==> src/hw/pmr_pkg.sv <==
package pmr_pkg;

   // bus address bytes; bit 0 selects the direction
   localparam logic [7:0] ADDR_WRITE       = 8'hee;
   localparam logic [7:0] ADDR_READ        = 8'hef;

   // register offsets
   localparam logic [7:0] CALIB_FIRST      = 8'haa;
   localparam logic [7:0] CALIB_LAST       = 8'hbf;
   localparam logic [7:0] CMD_OFFSET       = 8'hf4;
   localparam logic [7:0] RES_HIGH_OFFSET  = 8'hf6;
   localparam logic [7:0] RES_LOW_OFFSET   = 8'hf7;
   localparam logic [7:0] RES_EXT_OFFSET   = 8'hf8;
   localparam int         CALIB_COUNT      = 22;

   // command values
   localparam logic [7:0] CMD_TEMP         = 8'h2e;
   localparam logic [7:0] CMD_PRESS_OSS0   = 8'h34;
   localparam logic [7:0] CMD_PRESS_OSS1   = 8'h74;
   localparam logic [7:0] CMD_PRESS_OSS2   = 8'hb4;
   localparam logic [7:0] CMD_PRESS_OSS3   = 8'hf4;

   // command register fields
   localparam int         CTRL_ACTIVE_BIT  = 5;
   localparam int         CTRL_OSS_MSB     = 7;
   localparam int         CTRL_OSS_LSB     = 6;

   // values after reset
   localparam logic [7:0] CMD_RESET        = 8'h00;
   localparam logic [7:0] RES_HIGH_RESET   = 8'h80;
   localparam logic [7:0] RES_LOW_RESET    = 8'h00;
   localparam logic [7:0] RES_EXT_RESET    = 8'h00;

   // conversion times and the cycle counts derived from them (rounded down)
   localparam real        CLK_PERIOD_NS    = 4.0;
   localparam real        TIME_TEMP_MS     = 4.5;
   localparam real        TIME_OSS0_MS     = 4.5;
   localparam real        TIME_OSS1_MS     = 7.5;
   localparam real        TIME_OSS2_MS     = 13.5;
   localparam real        TIME_OSS3_MS     = 25.5;
   localparam int unsigned CYC_TEMP        = $rtoi(TIME_TEMP_MS * 1.0e6 / CLK_PERIOD_NS);
   localparam int unsigned CYC_OSS0        = $rtoi(TIME_OSS0_MS * 1.0e6 / CLK_PERIOD_NS);
   localparam int unsigned CYC_OSS1        = $rtoi(TIME_OSS1_MS * 1.0e6 / CLK_PERIOD_NS);
   localparam int unsigned CYC_OSS2        = $rtoi(TIME_OSS2_MS * 1.0e6 / CLK_PERIOD_NS);
   localparam int unsigned CYC_OSS3        = $rtoi(TIME_OSS3_MS * 1.0e6 / CLK_PERIOD_NS);
   // cycles kept back so that the result bytes land before the deadline
   localparam int unsigned FIN_MARGIN      = 8;

   // result fifo: {byte select, byte}
   localparam int         FIFO_WIDTH       = 10;
   localparam int         FIFO_DEPTH       = 8;
   localparam logic [1:0] SEL_HIGH         = 2'h0;
   localparam logic [1:0] SEL_LOW          = 2'h1;
   localparam logic [1:0] SEL_EXT          = 2'h2;

   typedef enum logic [2:0] {
      st_idle,
      st_addr,
      st_reg,
      st_wdata,
      st_ack,
      st_tx,
      st_hack
   } pmr_i2c_state_type;

endpackage : pmr_pkg

==> src/hw/pmr_fifo.sv <==
`timescale 1ns/1ps
module pmr_fifo #(
   parameter int WIDTH = 10,
   parameter int DEPTH = 8
) (
   input  wire logic             i_clk,     // system clock
   input  wire logic             i_resetn,  // synchronous reset, active low
   input  wire logic             i_valid,   // write side data valid
   input  wire logic [WIDTH-1:0] i_data,    // write side data
   output logic                  o_ready,   // room for one more word
   output logic                  o_valid,   // read side data valid
   output logic [WIDTH-1:0]      o_data,    // head word
   input  wire logic             i_ready    // read side takes the head word
);
   localparam int AW = $clog2(DEPTH);

   typedef struct packed {
      logic [DEPTH-1:0][WIDTH-1:0] mem;
      logic [AW-1:0]               wp;
      logic [AW-1:0]               rp;
      logic [AW:0]                 n;
   } pmr_fifo_state_type;

   pmr_fifo_state_type r;
   pmr_fifo_state_type next_r;
   logic               push;
   logic               pop;

   assign o_ready = (r.n != (AW+1)'(DEPTH));
   assign o_valid = (r.n != '0);
   assign o_data  = r.mem[r.rp];
   assign push    = i_valid && o_ready;
   assign pop     = o_valid && i_ready;

   always_comb
   begin
      next_r = r;
      if (push)
      begin
         next_r.mem[r.wp] = i_data;
         next_r.wp        = (r.wp == AW'(DEPTH - 1)) ? '0 : r.wp + AW'(1);
      end
      if (pop)
      begin
         next_r.rp = (r.rp == AW'(DEPTH - 1)) ? '0 : r.rp + AW'(1);
      end
      next_r.n = r.n + (AW+1)'(push) - (AW+1)'(pop);
   end

   always_ff @(posedge i_clk)
   begin
      if (!i_resetn)
         r <= '0;
      else
         r <= next_r;
   end

endmodule : pmr_fifo

==> src/hw/pmr_conv.sv <==
`timescale 1ns/1ps
module pmr_conv
   import pmr_pkg::*;
#(
   parameter int unsigned P_CYC_TEMP = CYC_TEMP,
   parameter int unsigned P_CYC_OSS0 = CYC_OSS0,
   parameter int unsigned P_CYC_OSS1 = CYC_OSS1,
   parameter int unsigned P_CYC_OSS2 = CYC_OSS2,
   parameter int unsigned P_CYC_OSS3 = CYC_OSS3
) (
   input  wire logic        i_clk,                   // system clock
   input  wire logic        i_resetn,                // synchronous reset, active low
   input  wire logic        i_start,                 // one-cycle start pulse
   input  wire logic        i_is_press,              // 1 pressure, 0 temperature
   input  wire logic [1:0]  i_oss,                   // oversampling code
   input  wire logic [15:0] i_raw_temperature_word,  // raw temperature from front end
   input  wire logic [18:0] i_raw_pressure,          // raw pressure from front end
   output logic             o_valid,                 // result byte valid
   output logic [9:0]       o_data,                  // {select, byte}
   input  wire logic        i_ready                  // fifo room
);
   typedef struct packed {
      logic        busy;
      logic        is_press;
      logic [1:0]  oss;
      logic [23:0] cnt;
      logic [23:0] age;
      logic        push;
      logic [1:0]  idx;
      logic [23:0] data;
   } pmr_conv_state_type;

   pmr_conv_state_type r;
   pmr_conv_state_type next_r;
   logic [23:0]        press24;

   function automatic logic [23:0] conv_cycles(input logic p, input logic [1:0] o);
      logic [23:0] c;
      c = 24'(P_CYC_TEMP);
      if (p)
      begin
         case (o)
            2'h0:    c = 24'(P_CYC_OSS0);
            2'h1:    c = 24'(P_CYC_OSS1);
            2'h2:    c = 24'(P_CYC_OSS2);
            default: c = 24'(P_CYC_OSS3);
         endcase
      end
      return c;
   endfunction : conv_cycles

   // keep 16+oss top bits of the pressure; lower bits read zero
   assign press24 = {i_raw_pressure, 5'h00} & ~(24'hffffff >> (5'h10 + 5'(r.oss)));

   always_comb
   begin
      next_r = r;
      if (i_start)
      begin
         // a new command restarts the conversion
         next_r.busy     = 1'b1;
         next_r.is_press = i_is_press;
         next_r.oss      = i_oss;
         next_r.cnt      = conv_cycles(i_is_press, i_oss) - 24'(FIN_MARGIN);
         next_r.age      = '0;
         next_r.push     = 1'b0;
      end
      else if (r.busy)
      begin
         next_r.age = r.age + 24'h000001;
         if (r.cnt <= 24'h000001)
         begin
            next_r.busy = 1'b0;
            next_r.push = 1'b1;
            next_r.idx  = SEL_HIGH;
            next_r.data = r.is_press ? press24 : {i_raw_temperature_word, 8'h00};
         end
         else
            next_r.cnt = r.cnt - 24'h000001;
      end
      else if (r.push && i_ready)
      begin
         if (r.idx == SEL_EXT)
            next_r.push = 1'b0;
         else
            next_r.idx = r.idx + 2'h1;
      end
   end

   always_ff @(posedge i_clk)
   begin
      if (!i_resetn)
         r <= '0;
      else
         r <= next_r;
   end

   assign o_valid = r.push;
   assign o_data  = {r.idx, (r.idx == SEL_HIGH) ? r.data[23:16] : (r.idx == SEL_LOW) ? r.data[15:8] : r.data[7:0]};
endmodule : pmr_conv

==> src/hw/pmr_readout.sv <==
`timescale 1ns/1ps
module pmr_readout
   import pmr_pkg::*;
#(
   parameter int unsigned P_CYC_TEMP = CYC_TEMP,
   parameter int unsigned P_CYC_OSS0 = CYC_OSS0,
   parameter int unsigned P_CYC_OSS1 = CYC_OSS1,
   parameter int unsigned P_CYC_OSS2 = CYC_OSS2,
   parameter int unsigned P_CYC_OSS3 = CYC_OSS3
) (
   input  wire logic                     i_clk,                   // system clock, 250 MHz
   input  wire logic                     i_resetn,                // synchronous reset, active low
   input  wire logic                     i_scl,                   // serial clock pin level
   input  wire logic                     i_sda,                   // serial data pin level
   output logic                          o_sda_out,               // serial data drive value, always low
   output logic                          o_sda_oe,                // high while pulling serial data low
   output logic                          o_conversion_active,     // copy of the active bit
   input  wire logic [15:0]              i_raw_temperature_word,  // front end temperature sample
   input  wire logic [18:0]              i_raw_pressure,          // front end pressure sample
   input  wire logic [CALIB_COUNT*8-1:0] i_calibration            // calibration bytes, byte 0 first
);
   typedef struct packed {
      logic [2:0]        scl_s;
      logic [2:0]        sda_s;
      pmr_i2c_state_type st;
      pmr_i2c_state_type after;
      logic [3:0]        cnt;
      logic [7:0]        sh;
      logic [7:0]        ptr;
      logic              oe;
      logic [7:0]        ctrl;
      logic [7:0]        res_high;
      logic [7:0]        res_low;
      logic [7:0]        res_ext;
      logic              start;
      logic              is_press;
   } pmr_readout_state_type;

   pmr_readout_state_type r;
   pmr_readout_state_type next_r;

   logic [7:0]            cal [0:CALIB_COUNT-1];
   logic [7:0]            rd_byte;
   logic                  scl_rise;
   logic                  scl_fall;
   logic                  bus_start;
   logic                  bus_stop;
   logic                  quiet;
   logic                  byte_done;
   logic                  cmd_wr;
   logic                  cmd_valid;
   logic                  drain_ok;
   logic                  conv_valid;
   logic [9:0]            conv_data;
   logic                  conv_ready;
   logic                  fifo_valid;
   logic [9:0]            fifo_data;
   logic                  fifo_pop;

   genvar g;
   generate
      for (g = 0; g < CALIB_COUNT; g++)
      begin : g_cal
         assign cal[g] = i_calibration[g*8 +: 8];
      end
   endgenerate

   // bus events from the second and third synchroniser stages only
   assign scl_rise  = r.scl_s[1] && !r.scl_s[2];
   assign scl_fall  = !r.scl_s[1] && r.scl_s[2];
   assign bus_start = r.scl_s[1] && r.scl_s[2] && r.sda_s[2] && !r.sda_s[1];
   assign bus_stop  = r.scl_s[1] && r.scl_s[2] && !r.sda_s[2] && r.sda_s[1];
   assign quiet     = !bus_start && !bus_stop;
   assign byte_done = quiet && scl_fall && (r.cnt == 4'h8);
   assign cmd_wr    = byte_done && (r.st == st_wdata) && (r.ptr == CMD_OFFSET);
   assign cmd_valid = (r.sh == CMD_TEMP) || (r.sh == CMD_PRESS_OSS0) || (r.sh == CMD_PRESS_OSS1)
                      || (r.sh == CMD_PRESS_OSS2) || (r.sh == CMD_PRESS_OSS3);

   // results are not updated under a read in flight, so a burst stays coherent
   assign drain_ok  = (r.st == st_idle) || (r.st == st_addr) || (r.st == st_reg) || (r.st == st_wdata);
   assign fifo_pop  = fifo_valid && drain_ok;

   always_comb
   begin
      rd_byte = 8'h00;
      if (r.ptr >= CALIB_FIRST && r.ptr <= CALIB_LAST)
         rd_byte = cal[5'(r.ptr - CALIB_FIRST)];
      else
      begin
         case (r.ptr)
            CMD_OFFSET:      rd_byte = r.ctrl;
            RES_HIGH_OFFSET: rd_byte = r.res_high;
            RES_LOW_OFFSET:  rd_byte = r.res_low;
            RES_EXT_OFFSET:  rd_byte = r.res_ext;
            default:         rd_byte = 8'h00;
         endcase
      end
   end

   always_comb
   begin
      next_r        = r;
      next_r.start  = 1'b0;
      next_r.scl_s  = {r.scl_s[1:0], i_scl};
      next_r.sda_s  = {r.sda_s[1:0], i_sda};

      if (fifo_pop)
      begin
         case (fifo_data[9:8])
            SEL_HIGH: next_r.res_high = fifo_data[7:0];
            SEL_LOW:  next_r.res_low  = fifo_data[7:0];
            default:
            begin
               next_r.res_ext                 = fifo_data[7:0];
               next_r.ctrl[CTRL_ACTIVE_BIT]   = 1'b0;
            end
         endcase
      end

      if (bus_stop)
      begin
         next_r.st = st_idle;
         next_r.oe = 1'b0;
      end
      else if (bus_start)
      begin
         // a repeated start lands here too; the pointer is kept
         next_r.st  = st_addr;
         next_r.cnt = 4'h0;
         next_r.oe  = 1'b0;
      end
      else if (scl_rise)
      begin
         case (r.st)
            st_addr, st_reg, st_wdata:
            begin
               if (r.cnt != 4'h8)
               begin
                  next_r.sh  = {r.sh[6:0], r.sda_s[1]};
                  next_r.cnt = r.cnt + 4'h1;
               end
            end
            st_hack:
            begin
               if (r.sda_s[1])
                  next_r.st = st_idle;
               else
               begin
                  next_r.st    = st_ack;
                  next_r.after = st_tx;
               end
            end
            default: ;
         endcase
      end
      else if (scl_fall)
      begin
         case (r.st)
            st_addr:
            begin
               if (r.cnt == 4'h8)
               begin
                  if (r.sh[7:1] == ADDR_WRITE[7:1])
                  begin
                     next_r.oe    = 1'b1;
                     next_r.st    = st_ack;
                     next_r.after = (r.sh == ADDR_READ) ? st_tx : st_reg;
                  end
                  else
                     next_r.st = st_idle;
               end
            end
            st_reg:
            begin
               if (r.cnt == 4'h8)
               begin
                  next_r.ptr   = r.sh;
                  next_r.oe    = 1'b1;
                  next_r.st    = st_ack;
                  next_r.after = st_wdata;
               end
            end
            st_wdata:
            begin
               if (r.cnt == 4'h8)
               begin
                  if (r.ptr == CMD_OFFSET)
                  begin
                     // the set after a drain clear in the same cycle wins
                     next_r.ctrl = {r.sh[CTRL_OSS_MSB:CTRL_OSS_LSB], cmd_valid, r.sh[4:0]};
                     next_r.start    = cmd_valid;
                     next_r.is_press = (r.sh != CMD_TEMP);
                  end
                  next_r.ptr   = r.ptr + 8'h01;
                  next_r.oe    = 1'b1;
                  next_r.st    = st_ack;
                  next_r.after = st_wdata;
               end
            end
            st_ack:
            begin
               next_r.oe  = 1'b0;
               next_r.cnt = 4'h0;
               if (r.after == st_tx)
               begin
                  next_r.sh  = rd_byte;
                  next_r.oe  = !rd_byte[7];
                  next_r.cnt = 4'h1;
                  next_r.st  = st_tx;
               end
               else
                  next_r.st = r.after;
            end
            st_tx:
            begin
               if (r.cnt == 4'h8)
               begin
                  next_r.oe  = 1'b0;
                  next_r.st  = st_hack;
                  next_r.ptr = r.ptr + 8'h01;
               end
               else
               begin
                  next_r.sh  = {r.sh[6:0], 1'b0};
                  next_r.oe  = !r.sh[6];
                  next_r.cnt = r.cnt + 4'h1;
               end
            end
            default: ;
         endcase
      end
   end

   always_ff @(posedge i_clk)
   begin
      if (!i_resetn)
      begin
         r          <= '0;
         r.scl_s    <= 3'h7;
         r.sda_s    <= 3'h7;
         r.st       <= st_idle;
         r.after    <= st_idle;
         r.ctrl     <= CMD_RESET;
         r.res_high <= RES_HIGH_RESET;
         r.res_low  <= RES_LOW_RESET;
         r.res_ext  <= RES_EXT_RESET;
      end
      else
         r <= next_r;
   end

   assign o_sda_out           = 1'b0;
   assign o_sda_oe            = r.oe;
   assign o_conversion_active = r.ctrl[CTRL_ACTIVE_BIT];

   pmr_conv #(
      .P_CYC_TEMP (P_CYC_TEMP),
      .P_CYC_OSS0 (P_CYC_OSS0),
      .P_CYC_OSS1 (P_CYC_OSS1),
      .P_CYC_OSS2 (P_CYC_OSS2),
      .P_CYC_OSS3 (P_CYC_OSS3)
   ) u_conv (
      .i_clk                  (i_clk),
      .i_resetn               (i_resetn),
      .i_start                (r.start),
      .i_is_press             (r.is_press),
      .i_oss                  (r.ctrl[CTRL_OSS_MSB:CTRL_OSS_LSB]),
      .i_raw_temperature_word (i_raw_temperature_word),
      .i_raw_pressure         (i_raw_pressure),
      .o_valid                (conv_valid),
      .o_data                 (conv_data),
      .i_ready                (conv_ready)
   );
   pmr_fifo #(
      .WIDTH (FIFO_WIDTH),
      .DEPTH (FIFO_DEPTH)
   ) u_fifo (
      .i_clk    (i_clk),
      .i_resetn (i_resetn),
      .i_valid  (conv_valid),
      .i_data   (conv_data),
      .o_ready  (conv_ready),
      .o_valid  (fifo_valid),
      .o_data   (fifo_data),
      .i_ready  (drain_ok)
   );
endmodule : pmr_readout

==> config.mk <==
export PLATFORM = sky130hd
export DESIGN_NAME = pmr_readout
export DESIGN_NICKNAME = d
export VERILOG_FILES = /design/src/hw/pmr_pkg.sv /design/src/hw/pmr_fifo.sv /design/src/hw/pmr_conv.sv /design/src/hw/pmr_readout.sv
export SDC_FILE = /design/constraint.sdc
export NUM_CORES = 1
export LEC_CHECK = 0
export BUFFER_PORTS_ARGS = -buffer_cell sky130_fd_sc_hd__buf_2
export CAP_MARGIN = 20
export CORE_ASPECT_RATIO = 0.8
export CORE_MARGIN = 2
export CORE_UTILIZATION = 40
export DETAILED_ROUTE_END_ITERATION = 8
export GPL_TIMING_DRIVEN = 0
export PLACE_DENSITY = 0.68
export SKIP_CTS_REPAIR_TIMING = 1
export SYNTH_ARGS = -nofsm -noshare
export SYNTH_HDL_FRONTEND = slang
export SYNTH_SLANG_ARGS = --single-unit
export TNS_END_PERCENT = 5
==> constraint.sdc <==
create_clock -name i_clk -period 3.6 [get_ports i_clk]
set_clock_uncertainty 0.15 [all_clocks]
set_input_delay 0.54 -clock i_clk [delete_from_list [all_inputs] [get_ports i_clk]]
set_output_delay 0.54 -clock i_clk [all_outputs]
set_load 0.005 [all_outputs]
== Word-level counts from Yosys, hierarchy flattened ==
Index checks and enable logic that the tools add are counted.
Storage, ports and cells
  input port bits: 215
  flip-flop bits (word level): 236
Operators by class
  mux-type cells: 66
  magnitude comparators: 7
  shift operators: 1
  reduce and logical (&&, ||, !) cells: 63
  add/subtract/negate cells: 12
  bitwise operators: 13
  equal/unequal tests: 54
Operator list (count)
  24-bit 2-to-1 mux: 4
  80-bit bitwise mux: 1
  23-bit case mux with 3 select lines: 1
  8-bit 2-to-1 mux: 8
  8-bit equality test, second input constant: 7
  49-bit 2-to-1 mux: 1
  48-bit 2-to-1 mux: 1
  8-bit binary-select mux with 5-bit select: 1
  12-bit 2-to-1 mux: 3
  6-bit 2-to-1 mux: 6
  35-bit 2-to-1 mux: 1
  3-bit 2-to-1 mux: 11
  8-bit case mux with 4 select lines: 1
  10-bit binary-select mux with 3-bit select: 1
  10-bit demux with 3-bit select: 1
  27-bit 2-to-1 mux: 1
  24-bit by 1-bit adder with 24-bit output, second input constant: 1
  24-bit AND: 1
  24-bit by 1-bit <= comparator with 1-bit output, second input constant: 1
  24-bit inverter: 1
  12-bit case mux with 2 select lines: 1
  8-bit case mux with 3 select lines: 1
  24-bit by 5-bit right shift with 24-bit output, first input constant: 1
  24-bit by 1-bit subtractor with 24-bit output, second input constant: 1
  other kinds (63): 159

== Longest topological paths before layout ==
Gate-level depths: netlist of the first run.
  word-level depth: 13
  depth in mapped cells: 13

== Cells and area by module ==
A second synthesis of the first run with hierarchy kept.
Second synthesis, totals
  cells, all modules: 1392
  area total of the unflattened synthesis: 12418.2 um2
By module, submodules not included
  pmr_readout: area an instance 5368.9 um2, cells an instance 643, instances 1
  pmr_fifo: area an instance 4095.2 um2, cells an instance 380, instances 1
  pmr_conv: area an instance 2954.1 um2, cells an instance 369, instances 1

== Worst setup path before layout of the first run ==
No wires, ideal clock.
  kind: reg-to-reg
  from: reg r[36] (netlist bit)
  to: reg r[50] (netlist bit)
  clock period less this slack: 3.396 ns
  path buffers: 4
  stages on the path, launching flop included: 13
  path slack: 0.204 ns
  required time: 3.334 ns
  arrival time: 3.130 ns
  cells stage by stage: dfxtp_1 > clkbuf_1 > clkbuf_1 > buf_1 > inv_1 > ha_1 > clkbuf_1 > mux4_2 > mux2i_1 > nor3_1 > o41ai_1 > o221ai_1 > o211a_1
Between the ends
  cells in the longest elaborated chain, start to end: 10
  elaborated cells between the ends (all ways): 18
  classes of those cells: 1 x add/sub; 2 x order compare; 4 x eq/ne; 9 x mux; 1 x bitwise; 1 x reduce/logical
RTL lines
  start: declaration: line pmr_readout.sv:39  | pmr_readout_state_type r;
  start signal: assignment: line pmr_readout.sv:249  | r <= next_r;
  5-bit by 4-bit subtractor with 5-bit output: line pmr_readout.sv:87  | rd_byte = cal[5'(r.ptr - CALIB_FIRST)];
  5-bit inverter with 6-bit output (implied by the code): line pmr_readout.sv:87
  8-bit binary-select mux with 5-bit select: line pmr_readout.sv:87
  8-bit 2-to-1 mux (implied by the code) (2 in series): line pmr_readout.sv:87
  8-bit 2-to-1 mux *: line pmr_readout.sv:86  | if (r.ptr >= CALIB_FIRST && r.ptr <= CALIB_LAST)
  9-bit 2-to-1 mux *: line pmr_readout.sv:204  | if (r.after == st_tx)
  12-bit case mux with 2 select lines *: line pmr_readout.sv:158  | case (r.st)
  35-bit 2-to-1 mux *: line pmr_readout.sv:156  | else if (scl_fall)
  18-bit 2-to-1 mux *: line pmr_readout.sv:132  | else if (scl_rise)
Every way passes the cells marked *; elsewhere a longest branch is shown, timed or not. The select of a mux whose other input is x is not followed.
A chain may end at the register's enable or synchronous reset.

== Worst setup path in the final report of the first run ==
  from: reg r[36] (netlist bit)
  to: reg r[43] (netlist bit)
The elaborated chain is that of the path after synthesis.

==> parameters.txt, run 1 <==
Parameter                              Value

Logic synthesis
  Proportion of synthesized flip-flops having asynchronous set or reset ... 0
  Number of synthesized flops with an enable pin ... 0
  Post-synthesis instance area ... 0.0119 sq mm
  Post-synthesis sequential element count ... 207
  Mapped Avg Cell Area ... 8.73 sq um
  Net count after synthesis ... 1602
  Sequential fraction of the synthesis area ... 0.350
  YS warnings ... 0
  Yosys cell types ... 78
  Ys flop type ... sky130_fd_sc_hd__dfxtp_1
  Post-synthesis cell count ... 1357

Power
  Total power ... 5570 uW
  Largest voltage drop on the vdd net ... 300 uV
  LEAKAGE ... 0.00526 uW
  Power per cell area ... 390 mW/mm^2

Placed design
  Place WS ... -1.26 ns
  Port-buffer cells ... 216
  Routability congestion estimate from global placement ... 0.952
  Post-detail-place hpwl ... 29500 um
  DP Area ... 0.0134 sq mm

Floorplan
  Die X ... 196 um
  Initial core utilization ... 0.406
  Standard cell core area ... 0.0292 sq mm
  Die height ... 158 um
  Standard-cell rows ... 56
  Num ports ... 218
  Die area ... 0.0310 sq mm

Setup path
  Data arrival at the endpoint of the critical path ... 3.77 ns
  Logic depth of the worst path, buffers included ... 12
  Peak per-stage delay on the critical path ... 0.47 ns
  Startpoint kind of the worst setup timing path ... register
  Required time reported for the critical path endpoint ... 3.89 ns
  Top Family by Delay on Critical Path ... buffers and inverters
  Slowest cell on crit path ... sky130_fd_sc_hd__or4_1
  Number of cells on the worst reg-to-reg path ... 12
  Endpoint class of the critical path ... register
  Critical path start-end classification ... reg2reg
  Sum of buffers and inverters on the critical path ... 5
  Cell-by-cell trace of the critical path ... clkbuf_2 > clkbuf_4 > clkbuf_4 > inv_1 > ha_4 > nor2b_1 > clkbuf_2 > a22o_1 > or4_1 > a31oi_1 > o21bai_1 > a31oi_1
  Maximum fanout count along the critical path ... 10

STA
  Total of endpoints with negative setup slack in the final report ... 0
  Fin. Hold Viols ... 0
  Headroom to the max-slew limit ... 0.281
  Max Transition Viols Final ... 0
  Fin worst setup slack ... 0.118 ns
  Worst slew pin tran ... 1.07 ns
  Unrepaired setup endpoints after global routing ... false
  Achievable frequency ... 0.287 GHz
  Minimum clock period ... 3.48 ns
  Period utilisation layout ... 0.967

Routing
  DR vias ... 11.6k
  Routed wire length ... 38900 um
  Drt drc ... 0
  Number of iterations in the first detailed-routing pass ... 9
  Number of design-rule violations left by the first detailed-router iteration ... 1252
  Remaining number of nets flagged by the antenna check after routing ... 0
  Routed wire length per instance ... 19.6 um
  Via count normalized by instance count ... 5.82

GRT
  Overflow after GRT ... 0
  Global-route wire length before repair ... 58900 um
  Total GRT Usage ... 0.241
  Number of global-route vias before repair ... 10.7k
  Largest net degree at the start of global routing ... 14
  Initial antenna violation count ... 2

CTS
  Clock tree from TritonCTS ... built
  Clock Pin Slew Worst Setup and Hold Paths ... 0.06 ns
  Clk root buf ... sky130_fd_sc_hd__clkbuf_16
  Total CTS buffers ... 22
  Bufs on Longest Clock Path ... 3
  Worst skew pair latency ... 0.51 ns
  H-tree lvl count ... 1
  Number of clock sinks ... 207

Layout
  Area growth from synthesis to layout ... 20.3%
  Fill cell count ... 2808
  Commonest cells after routing, fill and taps aside ... sky130_fd_sc_hd__buf_2, sky130_fd_sc_hd__nor2_1, sky130_fd_sc_hd__dfxtp_1
  Antenna diodes ... 0
  Number of nets in the final layout ... 1843
  Share of post-route cells with drive strength above 1 ... 0.226
  Finished layout cell area ... 0.0143 sq mm
  Leading cell type in the layout, fill and taps excluded ... sky130_fd_sc_hd__buf_2

Job
  Max_cap viols ... 0

Min path
  Cell count of the worst hold path ... 2
  Class of the tightest hold or removal check ... in2reg

Status
  Result of the run ... complete, no violations
cells by family (layout without fill, tap and decap cells):
family | after synthesis | in the layout | share of synthesized area
compound gates | 337 | 337 | 0.196
simple gates | 483 | 483 | 0.185
other cells | 1 | 1 | 0.000316
fa+ha+maj | 30 | 30 | 0.0323
mux | 154 | 154 | 0.182
flops | 207 | 207 | 0.350
buf+inv | 131 | 384 | 0.0438
xor+xnor | 14 | 14 | 0.0103
Yosys cell counts, types with 5 or more instances:
library cell                number  share of area
sky130_fd_sc_hd__nor2b_1        13         0.0069
sky130_fd_sc_hd__o21a_1          9         0.0057
sky130_fd_sc_hd__dfxtp_1       207           0.35
sky130_fd_sc_hd__a21oi_1       101          0.043
sky130_fd_sc_hd__o21ai_0        29          0.012
sky130_fd_sc_hd__nor3_1         23         0.0097
sky130_fd_sc_hd__mux4_2         47          0.089
sky130_fd_sc_hd__nand2b_1       19          0.010
sky130_fd_sc_hd__o2bb2ai_1      14          0.010
sky130_fd_sc_hd__a22oi_1         7         0.0044
sky130_fd_sc_hd__a22o_1          5         0.0037
sky130_fd_sc_hd__xnor2_1         8         0.0059
sky130_fd_sc_hd__xor2_1          6         0.0044
sky130_fd_sc_hd__mux2i_1        85          0.072
sky130_fd_sc_hd__nand3_1        21         0.0089
sky130_fd_sc_hd__buf_1          13         0.0041
sky130_fd_sc_hd__or3_1          12         0.0063
sky130_fd_sc_hd__inv_1          27         0.0086
sky130_fd_sc_hd__o211ai_1       11         0.0070
sky130_fd_sc_hd__o31ai_1         6         0.0038
sky130_fd_sc_hd__and3_1          6         0.0032
sky130_fd_sc_hd__clkbuf_1       79          0.025
sky130_fd_sc_hd__buf_2           7         0.0030
sky130_fd_sc_hd__a222oi_1        8         0.0068
sky130_fd_sc_hd__nand4_1        14         0.0074
sky130_fd_sc_hd__o211a_1         5         0.0042
sky130_fd_sc_hd__a31oi_1        13         0.0069
sky130_fd_sc_hd__mux2_2         22          0.021
sky130_fd_sc_hd__o22ai_1        16         0.0084
sky130_fd_sc_hd__nand3b_1        5         0.0032
sky130_fd_sc_hd__ha_1           29          0.031
sky130_fd_sc_hd__a211oi_2        7         0.0074
sky130_fd_sc_hd__nand2_1       118          0.037
sky130_fd_sc_hd__a211oi_1       62          0.039
sky130_fd_sc_hd__nor2_1        217          0.069
sky130_fd_sc_hd__nor4_1          9         0.0048
worst paths after layout:
check / startpoint / to / slack, ns
setup / recovery: r[36] / r[43] / 0.12
hold / removal: i_sda / next_r[62] / 0.07
setup reg to reg: r[36] / r[43] / 0.12
hold reg to reg: next_r[62] / next_r[63] / 0.27
layout make-up:
| cell class | instances | area, sq um | area share |
|---|---|---|---|
| Sequential cell | 207 | 4140 | 0.291 |
| Clock inverter | 6 | 130 | 0.00913 |
| Inverter | 29 | 113 | 0.00790 |
| Timing Repair Buffer | 218 | 1100 | 0.0769 |
| Multi-Input combinational cell | 1019 | 7260 | 0.509 |
| Buffer | 101 | 428 | 0.0300 |
| Tap cell | 377 | 472 | 0.0331 |
| Clock buffer | 30 | 622 | 0.0436 |
sequential cells by signal, indices dropped and copies added (netlist names):
name	cells
u_fifo.r	90
r	61
u_conv.r	47
next_r	4
u_conv.o_data	2
o_conversion_active	1
o_sda_oe	1
u_conv.o_valid	1
where the power goes:
group / switching, uW / leakage [uW] / internal [uW]
registers: 37.7 / 0.00167 / 2330
clock network: 917 / 0.000368 / 1480
logic: 427 / 0.00322 / 370
total: 1380 / 0.00526 / 4190
metal layers:
metal / wire length [um] / vias up / part of all wire / GRT usage
li1: - / 5467 / - / -
met1: 18000 / 5603 / 0.46 / 0.366
met2: 16600 / 443 / 0.43 / 0.342
met3: 3570 / 52 / 0.092 / 0.0550
met4: 709 / 2 / 0.018 / 0.0538
met5: 13 / - / 0.00033 / 0
metrics by stage:
stage                     hold slack [ns]  cells   util  TNS [ns]
final                              0.0717   1987  0.488         0
after global routing               0.0721   1987  0.488         0
after CTS                          0.0585   1986  0.484    -11.39
after detailed placement            0.256   1950  0.459    -11.13
after global placement              0.248   1950  0.459    -10.19
after floorplan                     0.236   1357      -         0
Power figures use the tool's default switching activity.
==> inputs of run 2 (changes only) <==
--- a/config.mk
+++ b/config.mk
@@ -11,7 +11,6 @@
 export CORE_MARGIN = 2
 export CORE_UTILIZATION = 40
 export DETAILED_ROUTE_END_ITERATION = 8
-export GPL_TIMING_DRIVEN = 0
 export PLACE_DENSITY = 0.68
 export SKIP_CTS_REPAIR_TIMING = 1
 export SYNTH_ARGS = -nofsm -noshare
==> run 2 against run 1 <==
Compared with the run above: maximum frequency rose by 12%; global-route usage fell by 2.8 points; sequential share of layout area rose by 0.53 points; sequential cell count did not move; power fell by 2.0%; largest cell class unchanged; largest power group is now registers.
==> parameters.txt, run 2 (synthesis gave the netlist of run 1 again) <==
Parameter                              Value

GRT
  Initial antenna violation count ... 0
  Total GRT Usage ... 0.213
  Largest net degree at the start of global routing ... 92
  Global-route wire length before repair ... 53600 um
  Overflow after GRT ... 0
  Number of global-route vias before repair ... 10.2k

STA
  Fin. Hold Viols ... 0
  Max Transition Viols Final ... 0
  Total of endpoints with negative setup slack in the final report ... 0
  Post-route setup TNS ... 0 ns
  Worst slew pin tran ... 1.09 ns
  Achievable frequency ... 0.320 GHz
  Headroom to the max-slew limit ... 0.272
  Minimum clock period ... 3.12 ns
  Period utilisation layout ... 0.867
  Unrepaired setup endpoints after global routing ... false

CTS
  Number of clock sinks ... 207
  Worst skew pair latency ... 0.51 ns
  Clk root buf ... sky130_fd_sc_hd__clkbuf_16
  Total CTS buffers ... 22
  Clock tree from TritonCTS ... built
  H-tree lvl count ... 1
  Clock Pin Slew Worst Setup and Hold Paths ... 0.07 ns
  Bufs on Longest Clock Path ... 3

Layout
  Commonest cells after routing, fill and taps aside ... sky130_fd_sc_hd__nor2_1, sky130_fd_sc_hd__buf_2, sky130_fd_sc_hd__dfxtp_1
  Antenna diodes ... 0
  Fill cell count ... 2737
  Leading cell type in the layout, fill and taps excluded ... sky130_fd_sc_hd__nor2_1
  Number of nets in the final layout ... 1775
  Area growth from synthesis to layout ... 18.3%
  Largest registers ... u_fifo.r: 90 flops, r: 61 flops, u_conv.r: 47 flops
  Area of combinational cells with multiple inputs ... 0.00719 sq mm
  Share of post-route cells with drive strength above 1 ... 0.244
  Storage element area ... 0.00415 sq mm
  Register with the highest flop count ... u_fifo.r
  Finished layout cell area ... 0.0140 sq mm
  Flip-flop count of the largest register after layout ... 90

Floorplan
  Die X ... 196 um
  Standard cell core area ... 0.0292 sq mm
  Die height ... 158 um
  Initial core utilization ... 0.406
  Standard-cell rows ... 56
  Die area ... 0.0310 sq mm
  Num ports ... 218

Min path
  Class of the tightest hold or removal check ... in2reg
  Hold Path Sink ... next_r[62]
  Cell count of the worst hold path ... 2
  Startpoint of the most critical hold path ... i_sda

Placed design
  Port-buffer cells ... 216
  DP Area ... 0.0133 sq mm
  Routability congestion estimate from global placement ... 0.889
  Post-detail-place hpwl ... 25400 um

Routing
  Drt drc ... 0
  Remaining number of nets flagged by the antenna check after routing ... 0
  Number of design-rule violations left by the first detailed-router iteration ... 1323
  Number of iterations in the first detailed-routing pass ... 8
  DR vias ... 10.9k
  Routed wire length ... 34600 um
  Via count normalized by instance count ... 5.69
  Routed wire length per instance ... 18.0 um

Job
  Max_cap viols ... 0

Setup path
  Crit Reg-Reg Endpoint ... o_sda_oe
  FF-to-FF setup slack ... 0.48 ns
  Data arrival at the endpoint of the critical path ... 3.39 ns
  Startpoint of the worst-slack reg-to-reg timing path ... r[37]
  Number of cells on the worst reg-to-reg path ... 10
  Maximum fanout count along the critical path ... 32
  Critical path start-end classification ... reg2reg
  Endpoint class of the critical path ... register
  Required time reported for the critical path endpoint ... 3.87 ns
  Startpoint kind of the worst setup timing path ... register

Power
  Largest voltage drop on the vdd net ... 321 uV
  Power per cell area ... 389 mW/mm^2
  LEAKAGE ... 0.00523 uW

Status
  Result of the run ... complete, no violations
-- run 2: cell count changes in the layout (fill, tap and decap cells not counted), moves of 2 or more --
cell                        previous run  this run
sky130_fd_sc_hd__clkbuf_1             78         6
sky130_fd_sc_hd__bufinv_16             4         2
sky130_fd_sc_hd__dfxtp_1             207       205
sky130_fd_sc_hd__buf_6                 2         0
sky130_fd_sc_hd__dfxtp_2               0         2
sky130_fd_sc_hd__clkbuf_8              2         4
sky130_fd_sc_hd__clkbuf_2              6         0
sky130_fd_sc_hd__clkbuf_4              3         0
sky130_fd_sc_hd__buf_4                 4        34
sky130_fd_sc_hd__buf_2               222       216
sky130_fd_sc_hd__buf_1                 9         0
-- run 2: worst max path at each step --
stage / startpoint / to / slack [ns] / cells after the start
after floorplan: r[36] / r[50] / 0.20 / 12
after global placement: r[37] / o_sda_oe / 0.73 / 10
after detailed placement: r[37] / o_sda_oe / 0.59 / 10
after CTS: r[37] / o_sda_oe / 0.58 / 10
after global routing: r[37] / o_sda_oe / 0.24 / 10
final: r[37] / o_sda_oe / 0.48 / 10
-- run 2: layout make-up --
class,count,area share
clock inverters,6,0.00634
repair buffers,251,0.0968
well taps,377,0.0337
inverters,29,0.00795
flip-flops and latches,207,0.296
multi-input cells,1019,0.513
clock buffers,33,0.0466
-- run 2: routing by layer --
metal / wire, um / GRT usage / part of all wire
met5: 0 / 0 / 0
met4: 561 / 0.0480 / 0.016
met3: 2430 / 0.0290 / 0.070
met2: 15000 / 0.316 / 0.43
met1: 16600 / 0.325 / 0.48
-- run 2: through the flow --
step	total power, uW	setup WS (ns)	cells	hold WS (ns)	utilization
after floorplan	2930	0.204	1357	0.236	-
after global placement	3170	0.727	1883	0.249	0.454
after detailed placement	3180	0.586	1883	0.251	0.454
after CTS	5480	0.580	1922	0.0580	0.480
after global routing	5660	0.238	1922	0.0694	0.480
final	5460	0.478	1922	0.0710	0.480
-- run 2: critical path, cell delays in order (launching register included) --
cell and delay [ns]:
sky130_fd_sc_hd__dfxtp_1 0.51, sky130_fd_sc_hd__inv_1 0.12, sky130_fd_sc_hd__ha_1 0.40, sky130_fd_sc_hd__buf_4 0.38
sky130_fd_sc_hd__nand2b_1 0.19, sky130_fd_sc_hd__o22ai_1 0.19, sky130_fd_sc_hd__nor3_1 0.08, sky130_fd_sc_hd__o41ai_1 0.49
sky130_fd_sc_hd__buf_4 0.22, sky130_fd_sc_hd__nand2_1 0.05, sky130_fd_sc_hd__a311oi_1 0.23
-- run 2: power breakdown --
part / total [uW] / switching (uW) / internal [uW]
Sequential: 2390 / 55.3 / 2330
Clock: 2330 / 927 / 1400
Combinational: 744 / 372 / 372
Total: 5460 / 1350 / 4100
==> inputs of run 3 (changes only) <==
--- a/config.mk
+++ b/config.mk
@@ -9,9 +9,9 @@
 export CAP_MARGIN = 20
 export CORE_ASPECT_RATIO = 0.8
 export CORE_MARGIN = 2
-export CORE_UTILIZATION = 40
+export CORE_UTILIZATION = 51
 export DETAILED_ROUTE_END_ITERATION = 8
-export PLACE_DENSITY = 0.68
+export PLACE_DENSITY = 0.82
 export SKIP_CTS_REPAIR_TIMING = 1
 export SYNTH_ARGS = -nofsm -noshare
 export SYNTH_HDL_FRONTEND = slang
==> run 3 against run 2 <==
Compared with the run above: critical path depth did not move; maximum frequency rose by 2.1%; via count rose by 3.2%; worst hold slack improved by 0.0029 ns; combinational power rose by 8.5%; sequential share of layout area rose by 0.17 points; sequential power barely moved; cell count fell by 3.8%; critical endpoint unchanged; highest routed layer unchanged.
==> parameters.txt, run 3 (synthesis gave the netlist of run 1 again) <==
Parameter                              Value

Job
  Max_cap viols ... 0

STA
  Achievable frequency ... 0.327 GHz
  Post-route setup TNS ... 0 ns
  Period utilisation layout ... 0.849
  Total of endpoints with negative setup slack in the final report ... 0
  Fin. Hold Viols ... 0
  Minimum clock period ... 3.06 ns
  Unrepaired setup endpoints after global routing ... false
  Headroom to the max-slew limit ... 0.282
  Worst slew pin tran ... 1.08 ns
  Max Transition Viols Final ... 0

Setup path
  Required time reported for the critical path endpoint ... 3.86 ns
  Most common cell type on the critical path ... sky130_fd_sc_hd__buf_4
  Critical path start-end classification ... reg2reg
  Endpoint class of the critical path ... register
  Data arrival at the endpoint of the critical path ... 3.32 ns
  Peak per-stage delay on the critical path ... 0.51 ns
  Maximum fanout count along the critical path ... 33
  Startpoint kind of the worst setup timing path ... register
  Cell-by-cell trace of the critical path ... inv_1 > ha_1 > buf_4 > nand2b_1 > o22ai_1 > nor3_1 > o41ai_1 > buf_4 > nand2_1 > a311oi_1
  Slowest cell on crit path ... sky130_fd_sc_hd__dfxtp_1

CTS
  Total CTS buffers ... 21
  Worst skew pair latency ... 0.51 ns
  Clock tree from TritonCTS ... built
  H-tree lvl count ... 1
  Bufs on Longest Clock Path ... 3
  Number of clock sinks ... 207
  Clock Pin Slew Worst Setup and Hold Paths ... 0.07 ns
  Clk root buf ... sky130_fd_sc_hd__clkbuf_16

Layout
  Share of post-route cells with drive strength above 1 ... 0.246
  Area growth from synthesis to layout ... 17.6%
  Register with the highest flop count ... u_fifo.r
  Largest registers ... u_fifo.r: 90 flops, r: 61 flops, u_conv.r: 47 flops
  Antenna diodes ... 0
  Flip-flop count of the largest register after layout ... 90
  Commonest cells after routing, fill and taps aside ... sky130_fd_sc_hd__nor2_1, sky130_fd_sc_hd__buf_2, sky130_fd_sc_hd__dfxtp_1
  Fill cell count ... 1854
  Leading cell type in the layout, fill and taps excluded ... sky130_fd_sc_hd__nor2_1
  Number of nets in the final layout ... 1773

Power
  Net switching power ... 1400 uW
  LEAKAGE ... 0.00523 uW
  Portion of total power attributed to the clock network ... 0.430
  Total power ... 5580 uW
  Internal power component ... 4180 uW
  Comb pwr share ... 0.145
  Switching power as a share of total power ... 0.251
  Largest voltage drop on the vdd net ... 342 uV
  Seq pwr share ... 0.425
  Power per cell area ... 400 mW/mm^2

GRT
  Largest net degree at the start of global routing ... 73
  Number of global-route vias before repair ... 10.9k
  Initial antenna violation count ... 0
  Total GRT Usage ... 0.281
  GR met2 Demand/Resource ... 0.417
  Overflow after GRT ... 0
  Met1 Use GR ... 0.412
  Global-route wire length before repair ... 56100 um
  GRT Max-Usage Layer ... met2
  Global-route met3 utilization ... 0.0722

Routing
  Number of design-rule violations left by the first detailed-router iteration ... 1390
  Remaining number of nets flagged by the antenna check after routing ... 0
  Drt drc ... 0
  Routed wire length ... 35600 um
  Number of iterations in the first detailed-routing pass ... 7
  Routed wire length per instance ... 19.2 um
  DR vias ... 11.3k
  Via count normalized by instance count ... 6.11

Placed design
  Port-buffer cells ... 216
  Routability congestion estimate from global placement ... 0.953
  Post-detail-place hpwl ... 25900 um

Floorplan
  Standard-cell rows ... 49
  Num ports ... 218
  Die X ... 174 um
  Die height ... 140 um
  Standard cell core area ... 0.0226 sq mm
  Initial core utilization ... 0.524
  Die area ... 0.0245 sq mm

Status
  Result of the run ... complete, no violations

Min path
  Class of the tightest hold or removal check ... in2reg
[run 3: changes by cell type in the layout (fill, tap and decap cells not counted)]
cell                        delta
sky130_fd_sc_hd__clkinv_2      +3
sky130_fd_sc_hd__inv_6         +1
sky130_fd_sc_hd__nor4_1        -1
sky130_fd_sc_hd__clkbuf_1      -3
sky130_fd_sc_hd__bufinv_16     +3
sky130_fd_sc_hd__clkbuf_16     -2
sky130_fd_sc_hd__clkbuf_8      -3
sky130_fd_sc_hd__buf_4         -1
sky130_fd_sc_hd__nor4_2        +1
[run 3: final timing paths]
check | startpoint | endpoint | slack [ns] | cells after the start
worst min register to register | next_r[65] | next_r[66] | 0.27 | 1
worst min-delay path | i_sda | next_r[62] | 0.07 | 2
worst max register to register | r[37] | o_sda_oe | 0.54 | 10
worst max-delay path | r[37] | o_sda_oe | 0.54 | 10
[run 3: power by group through the flow]
stage	Combinational (uW)	Clock [uW]	Sequential (uW)
after CTS	797	2420	2370
final	807	2400	2370
after detailed placement	773	0	2420
after global routing	875	2510	2380
after floorplan	517	0	2410
after global placement	749	0	2420
[run 3: metrics by stage]
step	util	setup slack [ns]	cells	hold WS [ns]	cell area, sq um
final	0.616	0.542	1849	0.0739	13900
after global routing	0.616	0.383	1849	0.0928	13900
after CTS	0.616	0.654	1849	0.0708	13900
after detailed placement	0.583	0.677	1811	0.245	13200
after global placement	0.583	0.695	1811	0.245	13200
after floorplan	-	0.204	1357	0.236	11900
[run 3: critical path, delay by kind of cell, from the launching register on]
kind            cells  cell delay (ns)
compound gates      3             0.90
fa+ha+maj           1             0.36
buf+inv             3             0.70
flops               1             0.51
simple gates        3             0.32
[run 3: routing by layer]
metal,vias up,share of wire
met1,5378,0.43
met2,536,0.44
met3,57,0.11
met4,0,0.016
met5,-,0
li1,5328,-
[run 3: final cells by class]
type,count,area (sq um),share of cell area
multi-input combinational,1019,7190,0.516
clock inverter,13,203,0.0145
timing repair buffer,250,1350,0.0968
tap,306,383,0.0275
inverter,29,111,0.00799
clock buffer,25,551,0.0395
sequential,207,4150,0.298
